--- src/common/secs_pkg.sv ---
// Notes on behaviour
// accumulator average rate follows 65536 minus divisor, over 65536
// frame cycles grow only in whole steps
// 48MHz, 8+2 bits: 0-406 give 160
// compare seven or eight bits by mode
// masked bits ignored; zero exact, ones all
// two-address mode matches either value
// range mode: lower mask, upper match, inclusive
// each source sets its own flag
// enable set/clear by writing ones only
// request when flag set and enabled
// request holds until clear, disable, reset
// one shared request line, flags name cause
// registers classed by synchronization need
// busy sets at once, clears when done
// sync completion raises ready flag
// sync access while busy stalls, never drops
// keeps running whenever its clock runs
// one buffered word behind transmit shifter
// two-entry receive buffer
// address match only in spi, two-wire modes
// arithmetic divisor is sixteen bits
// writing one clears flag, zero keeps
// software polls busy before synced accesses
package secs_pkg;
    // ------------------------------------------------------------
    // register map
    // ------------------------------------------------------------
    localparam logic [7:0] OFS_CTRL = 8'h00;
    localparam logic [7:0] OFS_BAUD = 8'h04;
    localparam logic [7:0] OFS_ADDR = 8'h08;
    localparam logic [7:0] OFS_IRQ_EN_CLR = 8'h0c;
    localparam logic [7:0] OFS_IRQ_EN_SET = 8'h10;
    localparam logic [7:0] OFS_IRQ_FLAG = 8'h14;
    localparam logic [7:0] OFS_STATUS = 8'h18;
    localparam logic [7:0] OFS_CPF = 8'h1c;
    localparam logic [7:0] OFS_DATA = 8'h20;
    // ------------------------------------------------------------
    // fields and encodings
    // ------------------------------------------------------------
    localparam int CTRL_EN = 0;
    localparam int CTRL_MODE_LO = 1;
    localparam int CTRL_AMODE_LO = 4;
    localparam int ADDR_MASK_LO = 16;
    localparam int IRQ_TXE = 0;
    localparam int IRQ_RXC = 1;
    localparam int IRQ_AM = 2;
    localparam int IRQ_SRDY = 3;
    localparam logic [2:0] MODE_SPI_S = 3'h2;
    localparam logic [2:0] MODE_SPI_M = 3'h3;
    localparam logic [2:0] MODE_I2C_S = 3'h4;
    localparam logic [2:0] MODE_I2C_M = 3'h5;
    localparam logic [1:0] AMODE_MASK = 2'h0;
    localparam logic [1:0] AMODE_TWO = 2'h1;
    localparam logic [1:0] AMODE_RANGE = 2'h2;
    localparam logic [1:0] SYNC_NONE = 2'h0;
    localparam logic [1:0] SYNC_ON_WR = 2'h1;
    localparam logic [1:0] SYNC_ON_RD = 2'h2;
    localparam logic [1:0] SYNC_ON_WR_RD = 2'h3;
    // ------------------------------------------------------------
    // timing
    // ------------------------------------------------------------
    localparam int CLK_PERIOD_NS = 20;
    localparam int SYNC_TIME_NS = 60;
    localparam int SYNC_CYCLES =
        (SYNC_TIME_NS + CLK_PERIOD_NS - 1) / CLK_PERIOD_NS;
    localparam logic [2:0] SYNC_LOAD = 3'(SYNC_CYCLES);
    localparam logic [16:0] ACC_ONE = 17'h10000;
    localparam logic [3:0] SMP_LAST = 4'hf;
    localparam logic [3:0] FRAME_LAST_BIT = 4'h9;
    // ten bits of sixteen ticks plus a small margin, so that divisor
    // 406 still counts 160 cycles and 407 already counts 161
    localparam logic [24:0] FRAME_LIMIT = 25'h0a00040;
    localparam logic [15:0] CPF_AT_ZERO = 16'h00a0;
    typedef enum logic [1:0] {CPF_IDLE = 2'b01, CPF_RUN = 2'b10} secs_cpf_e;
    typedef enum logic [1:0] {TX_IDLE = 2'b01, TX_SHIFT = 2'b10} secs_tx_e;
endpackage

--- src/hw/secs_core.sv ---
`timescale 1ns/100ps
module secs_core
    import secs_pkg::*;
(
    input wire logic pclk,
    input wire logic presetn,
    input wire logic pce,
    input wire logic psel,
    input wire logic penable,
    input wire logic [7:0] paddr,
    input wire logic pwrite,
    input wire logic [31:0] pwdata,
    output logic pready,
    output logic [31:0] prdata,
    output logic pslverr,
    output logic txd,
    input wire logic [7:0] rx_word,
    input wire logic rx_word_valid,
    output logic rx_word_ready,
    input wire logic [7:0] addr_in,
    input wire logic addr_valid,
    output logic irq
);
    // ------------------------------------------------------------
    // state
    // ------------------------------------------------------------
    typedef struct packed {
        logic [5:0] ctrl_bus;
        logic [5:0] ctrl_core;
        logic [15:0] baud_bus;
        logic [15:0] baud_core;
        logic [7:0] match;
        logic [7:0] mask2;
        logic [3:0] irq_en;
        logic [3:0] irq_flag;
        logic [2:0] sync_cnt;
        logic [15:0] acc;
        logic [3:0] smp_cnt;
        secs_cpf_e cpf_st;
        logic [24:0] cpf_sum;
        logic [15:0] cpf_cnt;
        logic [15:0] cpf_val;
        secs_tx_e tx_st;
        logic [7:0] tx_buf;
        logic tx_full;
        logic [9:0] tx_shift;
        logic [3:0] tx_bits;
        logic txd;
        logic [1:0][7:0] rx_mem;
        logic rx_wp;
        logic rx_rp;
        logic [1:0] rx_cnt;
        logic [31:0] prdata;
    } secs_state_s;

    localparam secs_state_s S_RST = '{
        cpf_st: CPF_RUN, tx_st: TX_IDLE, txd: 1'b1, default: '0};

    secs_state_s s_r;
    secs_state_s s_nxt;

    // ------------------------------------------------------------
    // decoding
    // ------------------------------------------------------------
    function automatic logic [1:0] sync_class(input logic [7:0] a);
        case (a)
            OFS_CTRL: sync_class = SYNC_ON_WR;
            OFS_BAUD: sync_class = SYNC_ON_WR;
            OFS_CPF: sync_class = SYNC_ON_RD;
            default: sync_class = SYNC_NONE;
        endcase
    endfunction

    function automatic logic needs_sync(input logic [7:0] a,
                                        input logic w);
        logic [1:0] c;
        c = sync_class(a);
        needs_sync = w ? c[0] : c[1];
    endfunction

    function automatic logic mapped(input logic [7:0] a);
        mapped = (a[1:0] == 2'h0) && (a <= OFS_DATA);
    endfunction

    function automatic logic addr_hit(input logic [7:0] a,
                                      input logic [7:0] m,
                                      input logic [7:0] k,
                                      input logic [1:0] amode,
                                      input logic wide);
        logic [7:0] keep;
        logic [7:0] ax;
        logic [7:0] mx;
        logic [7:0] kx;
        keep = wide ? 8'hff : 8'h7f;
        ax = a & keep;
        mx = m & keep;
        kx = k & keep;
        case (amode)
            AMODE_MASK: addr_hit = ((ax ^ mx) & ~kx) == 8'h00;
            AMODE_TWO: addr_hit = (ax == mx) || (ax == kx);
            AMODE_RANGE: addr_hit = (ax <= mx) && (ax >= kx);
            default: addr_hit = 1'b0;
        endcase
    endfunction

    // ------------------------------------------------------------
    // bus handshake and sync
    // ------------------------------------------------------------
    logic busy;
    logic sync_req;
    logic acc_ok;
    logic wr_acc;
    logic rd_acc;
    logic sync_done;
    logic en;
    logic [2:0] mode;
    logic match_en;
    logic hit;
    logic [16:0] step;
    logic [16:0] sum;
    logic smp_tick;
    logic bit_tick;
    logic frame_end;
    logic tx_load;
    logic rx_push;
    logic rx_pop;
    logic [3:0] flag_set;
    logic [31:0] rd_mux;

    assign busy = s_r.sync_cnt != 3'h0;
    assign sync_req = psel && needs_sync(paddr, pwrite);
    assign pready = pce && !(sync_req && busy);
    assign acc_ok = psel && penable && pready;
    assign wr_acc = acc_ok && pwrite;
    assign rd_acc = acc_ok && !pwrite;
    assign pslverr = acc_ok && !mapped(paddr);
    assign sync_done = s_r.sync_cnt == 3'h1;

    // ------------------------------------------------------------
    // serial engine timing
    // ------------------------------------------------------------
    assign en = s_r.ctrl_core[CTRL_EN];
    assign mode = s_r.ctrl_core[CTRL_MODE_LO +: 3];
    assign match_en = en && (mode == MODE_SPI_S || mode == MODE_SPI_M ||
                             mode == MODE_I2C_S || mode == MODE_I2C_M);
    assign hit = match_en && addr_valid &&
                 addr_hit(addr_in, s_r.match, s_r.mask2,
                          s_r.ctrl_core[CTRL_AMODE_LO +: 2],
                          mode == MODE_SPI_S || mode == MODE_SPI_M);
    assign step = ACC_ONE - {1'b0, s_r.baud_core};
    assign sum = {1'b0, s_r.acc} + step;
    assign smp_tick = en && sum[16];
    assign bit_tick = smp_tick && s_r.smp_cnt == SMP_LAST;
    assign frame_end = s_r.tx_st == TX_SHIFT && bit_tick &&
                       s_r.tx_bits == FRAME_LAST_BIT;
    assign tx_load = en && s_r.tx_full &&
                     (s_r.tx_st == TX_IDLE || frame_end);
    assign rx_word_ready = s_r.rx_cnt != 2'h2;
    assign rx_push = rx_word_valid && rx_word_ready;
    assign rx_pop = rd_acc && paddr == OFS_DATA && s_r.rx_cnt != 2'h0;
    assign flag_set = {sync_done, hit, rx_push, tx_load};

    always_comb begin
        case (paddr)
            OFS_CTRL: rd_mux = {26'h0, s_r.ctrl_bus};
            OFS_BAUD: rd_mux = {16'h0, s_r.baud_bus};
            OFS_ADDR: rd_mux = {8'h0, s_r.mask2, 8'h0, s_r.match};
            OFS_IRQ_EN_CLR: rd_mux = {28'h0, s_r.irq_en};
            OFS_IRQ_EN_SET: rd_mux = {28'h0, s_r.irq_en};
            OFS_IRQ_FLAG: rd_mux = {28'h0, s_r.irq_flag};
            OFS_STATUS: rd_mux = {31'h0, busy};
            OFS_CPF: rd_mux = {16'h0, s_r.cpf_val};
            OFS_DATA: rd_mux = {24'h0, s_r.rx_mem[s_r.rx_rp]};
            default: rd_mux = 32'h0;
        endcase
    end

    // ------------------------------------------------------------
    // next state
    // ------------------------------------------------------------
    always_comb begin
        logic [24:0] csum;
        logic [3:0] clr;
        csum = s_r.cpf_sum + {8'h0, step};
        clr = 4'h0;
        s_nxt = s_r;
        s_nxt.prdata = psel ? rd_mux : s_r.prdata;
        // register writes
        if (wr_acc) begin
            case (paddr)
                OFS_CTRL: s_nxt.ctrl_bus = pwdata[5:0];
                OFS_BAUD: s_nxt.baud_bus = pwdata[15:0];
                OFS_ADDR: begin
                    s_nxt.match = pwdata[7:0];
                    s_nxt.mask2 = pwdata[ADDR_MASK_LO +: 8];
                end
                OFS_IRQ_EN_CLR:
                    s_nxt.irq_en = s_r.irq_en & ~pwdata[3:0];
                OFS_IRQ_EN_SET: s_nxt.irq_en = s_r.irq_en | pwdata[3:0];
                OFS_IRQ_FLAG: clr = pwdata[3:0];
                default: ;
            endcase
        end
        s_nxt.irq_flag = (s_r.irq_flag & ~clr) | flag_set;
        // cross-domain transfer
        if (acc_ok && needs_sync(paddr, pwrite)) begin
            s_nxt.sync_cnt = SYNC_LOAD;
        end else if (busy) begin
            s_nxt.sync_cnt = s_r.sync_cnt - 3'h1;
        end
        if (sync_done) begin
            s_nxt.ctrl_core = s_r.ctrl_bus;
            s_nxt.baud_core = s_r.baud_bus;
        end
        // rate generator
        s_nxt.acc = en ? sum[15:0] : 16'h0;
        // phase held at zero while idle, so a start bit gets full ticks
        if (s_r.tx_st == TX_IDLE) begin
            s_nxt.smp_cnt = 4'h0;
        end else if (smp_tick) begin
            s_nxt.smp_cnt = s_r.smp_cnt + 4'h1;
        end
        // cycles per frame, floor of whole cycles
        case (s_r.cpf_st)
            CPF_RUN: begin
                if (csum <= FRAME_LIMIT) begin
                    s_nxt.cpf_sum = csum;
                    s_nxt.cpf_cnt = s_r.cpf_cnt + 16'h1;
                end else begin
                    s_nxt.cpf_val = s_r.cpf_cnt;
                    s_nxt.cpf_st = CPF_IDLE;
                end
            end
            CPF_IDLE: ;
            default: s_nxt.cpf_st = CPF_IDLE;
        endcase
        if (sync_done) begin
            s_nxt.cpf_st = CPF_RUN;
            s_nxt.cpf_sum = 25'h0;
            s_nxt.cpf_cnt = 16'h0;
        end
        // transmitter
        case (s_r.tx_st)
            TX_IDLE: s_nxt.txd = 1'b1;
            TX_SHIFT: begin
                if (frame_end) begin
                    s_nxt.tx_st = TX_IDLE;
                    s_nxt.txd = 1'b1;
                end else if (bit_tick) begin
                    s_nxt.tx_shift = {1'b1, s_r.tx_shift[9:1]};
                    s_nxt.txd = s_r.tx_shift[1];
                    s_nxt.tx_bits = s_r.tx_bits + 4'h1;
                end
            end
            default: s_nxt.tx_st = TX_IDLE;
        endcase
        if (tx_load) begin
            s_nxt.tx_st = TX_SHIFT;
            s_nxt.tx_shift = {1'b1, s_r.tx_buf, 1'b0};
            s_nxt.tx_bits = 4'h0;
            s_nxt.txd = 1'b0;
            s_nxt.tx_full = 1'b0;
        end
        if (wr_acc && paddr == OFS_DATA && (!s_r.tx_full || tx_load)) begin
            s_nxt.tx_buf = pwdata[7:0];
            s_nxt.tx_full = 1'b1;
        end
        // receive buffer
        if (rx_push) begin
            s_nxt.rx_mem[s_r.rx_wp] = rx_word;
            s_nxt.rx_wp = ~s_r.rx_wp;
        end
        if (rx_pop) begin
            s_nxt.rx_rp = ~s_r.rx_rp;
        end
        s_nxt.rx_cnt = s_r.rx_cnt + {1'b0, rx_push} - {1'b0, rx_pop};
    end

    always_ff @(posedge pclk or negedge presetn) begin
        if (!presetn) begin
            s_r <= S_RST;
        end else if (pce) begin
            s_r <= s_nxt;
        end
    end

    assign prdata = s_r.prdata;
    assign txd = s_r.txd;
    assign irq = |(s_r.irq_flag & s_r.irq_en);

    // ------------------------------------------------------------
    // checks
    // ------------------------------------------------------------
    localparam int SYNC_N = SYNC_CYCLES;
endmodule

--- config.mk ---
export PLATFORM = sky130hd
export DESIGN_NAME = secs_core
export DESIGN_NICKNAME = d
export VERILOG_FILES = /design/src/common/secs_pkg.sv /design/src/hw/secs_core.sv
export SDC_FILE = /design/constraint.sdc
export NUM_CORES = 1
export LEC_CHECK = 0
export BUFFER_PORTS_ARGS = -buffer_cell sky130_fd_sc_hd__buf_2
export CAP_MARGIN = 20
export CELL_PAD_IN_SITES_DETAIL_PLACEMENT = 0
export CELL_PAD_IN_SITES_GLOBAL_PLACEMENT = 1
export CORE_ASPECT_RATIO = 1.5
export CORE_MARGIN = 2
export CORE_UTILIZATION = 43
export DETAILED_ROUTE_END_ITERATION = 8
export GPL_ROUTABILITY_DRIVEN = 0
export PLACE_DENSITY = 0.74
export SETUP_SLACK_MARGIN = 0.1
export SYNTH_ARGS = -nofsm -noshare
export SYNTH_HDL_FRONTEND = slang
export SYNTH_SLANG_ARGS = --single-unit
--- constraint.sdc ---
create_clock -name pclk -period 5.5 [get_ports pclk]
set_input_delay 0.275 -clock pclk [delete_from_list [all_inputs] [get_ports pclk]]
set_output_delay 0.275 -clock pclk [all_outputs]
set_load 0.005 [all_outputs]
==> flow_summary_export.csv <==
group,metric,value,unit
pwr,leakagePower,7.03,nW
setup_path,r2r-end,"s_r[102]$_DFFE_PN0P_",
sta,max_freq,0.191,GHz
sta,tns,0,ns
logic_synthesis,syn-cell-area,12700,sq um
detailed_routing,drtIter0Drc,575,
hold_path,min_path_type,"input port to register",
logic_synthesis,synthAdderAreaFrac,6.43,%
pwr,seqPwrFrac,38.9,%
floorplan,core-area,29300,sq um
logic_synthesis,synthArstFlopShare,100,%
cells_and_area,fill_cells,2775,
detailed_routing,drc,0,
pwr,power_frac_comb,28.6,%
sta,worstMarginPinSlew,1.10,ns
setup_path,crit_path_end_kind,"register",
placed_design,hpwl,24.9,mm
pwr,power.internal,0.00326,W
detailed_routing,via_per_inst,5.50,
clock_network,h-tree-depth,1,
detailed_routing,top_layer_used,"met4",
floorplan,start_util,43.3,%
clock_network,cts_buffers,23,
setup_path,regToRegSetupSlack,0.26,ns
detailed_routing,vias,10100,
pwr,switching_share,32.4,%
logic_synthesis,synthXorXnorAreaFrac,3.11,%
setup_path,cp_max_fo,6,
detailed_routing,wl,34.0,mm
pwr,clkPwrFrac,32.5,%
pwr,p_switching,0.00156,W
sta,slew_headroom,26.7,%
cells_and_area,drive_gt1_share,21.3,%
sta,fin_crit,5.24,ns
logic_synthesis,yosysWarnings,0,
detailed_routing,wl_per_cell,18.6,um
logic_synthesis,yosys.area_share.simple,16.8,%
sta,post-route-period-util,95.3,%
clock_network,clk_pin_slew_worst_paths,0.06,ns
logic_synthesis,ys.flop_type,"dfrtp_1",
logic_synthesis,synth-compound-area-share,15.7,%
hold_path,hold_start,"pwdata[11]",
job,cap_violations,0,
logic_synthesis,synthTopCellsByArea,"dfrtp_1 42%, mux2_2 8.6%, ha_1 6.1%",
floorplan,dieArea,30900,sq um
logic_synthesis,yosys.area.top_type,"dfrtp_1",
sta,skew,0.0105,ns
placed_design,port_buffers,84,
logic_synthesis,synth.top_cell.area_share,42.4,%
logic_synthesis,synth_top_family_by_area,"simple AND/OR/NAND/NOR gates",
clock_network,worstSkewPairLatency,0.52,ns
pwr,peakVddDrop,0.000236,V
detailed_routing,wl_met3,911,um
cells_and_area,num-nets-final,1546,
detailed_routing,met1_length,13.9,mm
global_routing,antenna_found_initial,0,
logic_synthesis,synthCells,1307,
floorplan,row_count,77,
floorplan,ioPinCount,101,
sta,hold_viol,0,
global_routing,grt_usage,22.4,%
logic_synthesis,synth-seq-area-share,43.0,%
pwr,power.density,327,nW/um^2
logic_synthesis,ys_ff_latch,218,
sta,rsz0062_at_grt,"false",
detailed_routing,detail-route-antenna-nets,0,
floorplan,die_height,214,um
setup_path,critPathLaunchType,"register",
clock_network,clockBufferDepth,3,
detailed_routing,dr_wl_met2,18.3,mm
setup_path,crit_required,5.94,ns
global_routing,overflow,0,
global_routing,grt_pass1_wl,54.9,mm
setup_path,ff2ff_path_depth,20,
logic_synthesis,synthMuxAreaShare,9.96,%
floorplan,chipWidth,144,um
logic_synthesis,syn_avg_cell_area,9.71,sq um
logic_synthesis,ys_types,74,
logic_synthesis,yosysMostFrequentCell,"dfrtp_1",
sta,setup_violations,0,
detailed_routing,dr.pass1.iters,5,
cells_and_area,area_delta_synth_final,16.1,%
setup_path,r2r_start,"s_r[184]$_DFFE_PN0P_",
logic_synthesis,yosys-top-cells-count,"215 x dfrtp_1, 169 x nand2_1, 97 x mux2_2",
logic_synthesis,synth_edf_count,0,
sta,slew_violations,0,
clock_network,cts_sinks,218,
run_status,outcome,"completed",
sta,hold_slack,0.0184,ns
setup_path,crit_type,"register to register",
global_routing,grt_max_degree,128,
clock_network,cts_tree,"built",
clock_network,root_buffer,"clkbuf_16",
setup_path,worstPathArrival,5.68,ns
hold_path,min_path_cells,2,
hold_path,min_to,"s_r[211]$_DFFE_PN0P_",
global_routing,grt_pass1_vias,10200,
## layout by cell type, fill, tap and decap left out, types with 7 or more instances in the layout
master / n
and3_1: 20
nor2_1: 80
buf_4: 49
a31oi_1: 11
a21oi_1: 48
o211ai_1: 12
xor2_1: 13
dfrtp_1: 215
a221oi_1: 8
mux2_2: 97
xnor2_1: 29
o31ai_1: 11
mux2i_1: 16
inv_1: 48
or3_1: 11
a22o_1: 13
o21a_1: 16
nor3_1: 30
o21ai_0: 57
conb_1: 8
nand3_1: 38
ha_1: 58
nand2b_1: 17
nand2_1: 169
or4_1: 7
o22a_1: 8
a21o_1: 24
clkbuf_16: 25
nand4_1: 16
a22oi_1: 13
and2_1: 8
buf_2: 83
dlygate4sd3_1: 21
nor2b_1: 14
## power by group through the flow
stage               Sequential [W]  Combinational, W  Clock (W)
global placement           0.00189           0.00132          0
finish                     0.00187           0.00138    0.00157
floorplan                  0.00185          0.000885          0
CTS                        0.00187           0.00136    0.00160
detailed placement         0.00190           0.00134          0
global route               0.00189           0.00153    0.00167
## registers in the layout (all words and copies together), names as in the netlist, named ones only
signal and cells:
s_r 186, en 1, txd 1, mode 2
prdata 24
## metrics by stage
step / utilization [%] / std cells / setup slack, ns / power (W) / cell area (sq um)
global route: 50.3 / 1828 / 0.0207 / 0.00509 / 14700
CTS: 49.7 / 1822 / 0.114 / 0.00483 / 14600
floorplan: - / 1314 / 0.312 / 0.00273 / 12700
global placement: 46.5 / 1762 / 0.143 / 0.00322 / 13600
finish: 50.3 / 1829 / 0.256 / 0.00482 / 14700
detailed placement: 46.5 / 1762 / 0.0502 / 0.00324 / 13600
## kinds of logic after synthesis
| family | after synthesis |
|---|---|
| xor gates and xnor gates | 45 |
| buffers and inverters | 129 |
| DFF | 218 |
| AOI/OAI and AO/OA | 289 |
| muxes | 114 |
| other | 1 |
| and+or+nand+nor | 447 |
| adders and majority gates | 64 |
## worst max-delay path: stages, from the launching register on
cell	delay [ns]
dfrtp_1	0.37
inv_1	0.10
ha_2	0.19
nand2_1	0.08
or3_4	0.35
or4_4	0.47
nor2_4	0.12
xnor2_2	0.08
ha_1	0.34
and3_4	0.20
a221o_1	0.36
o41ai_2	0.24
buf_4	0.18
o21ai_2	0.07
xnor2_1	0.27
and3_1	0.19
nand4b_1	0.13
o41a_1	0.55
buf_8	0.20
or4_1	0.52
a21oi_2	0.15
## what timing repair did
action | 4_1_cts | 5_1_grt
pin swaps | 1 | 5
endpoints found under the setup margin | 19 | 53
gates cloned | 0 | 2
hold buffers | 20 | 1
setup buffers | 0 | 3
resized for setup | 1 | 23
endpoints found under the hold margin | 115 | 1
## layer usage
metal	GRT usage, %	up-vias
li1	-	4904
met1	26.9	4938
met2	41.8	174
met3	2.26	47
met4	6.18	0
met5	0	-
## area by class of cell
cell class | instances | area [sq um] | area share, %
clock buffer | 32 | 639 | 4.34
antenna | 1 | 2.50 | 0.0170
inverter | 48 | 180 | 1.22
clock inverter | 8 | 95.1 | 0.646
timing repair buffer | 160 | 1130 | 7.70
tap | 395 | 494 | 3.36
sequential | 218 | 5460 | 37.1
multi-input combinational | 967 | 6730 | 45.7
## worst max path at each step
stage / end / start / slack [ns]
global placement: s_r[102]$_DFFE_PN0P_ / s_r[184]$_DFFE_PN0P_ / 0.14
global route: s_r[102]$_DFFE_PN0P_ / s_r[185]$_DFFE_PN0P_ / 0.02
detailed placement: s_r[97]$_DFFE_PN0P_ / s_r[184]$_DFFE_PN0P_ / 0.05
finish: s_r[102]$_DFFE_PN0P_ / s_r[184]$_DFFE_PN0P_ / 0.26
CTS: s_r[97]$_DFFE_PN0P_ / s_r[184]$_DFFE_PN0P_ / 0.11
floorplan: s_r[84]$_DFFE_PN0P_ / s_r[184]$_DFFE_PN0P_ / 0.31
(Power assumes the default switching activity.)
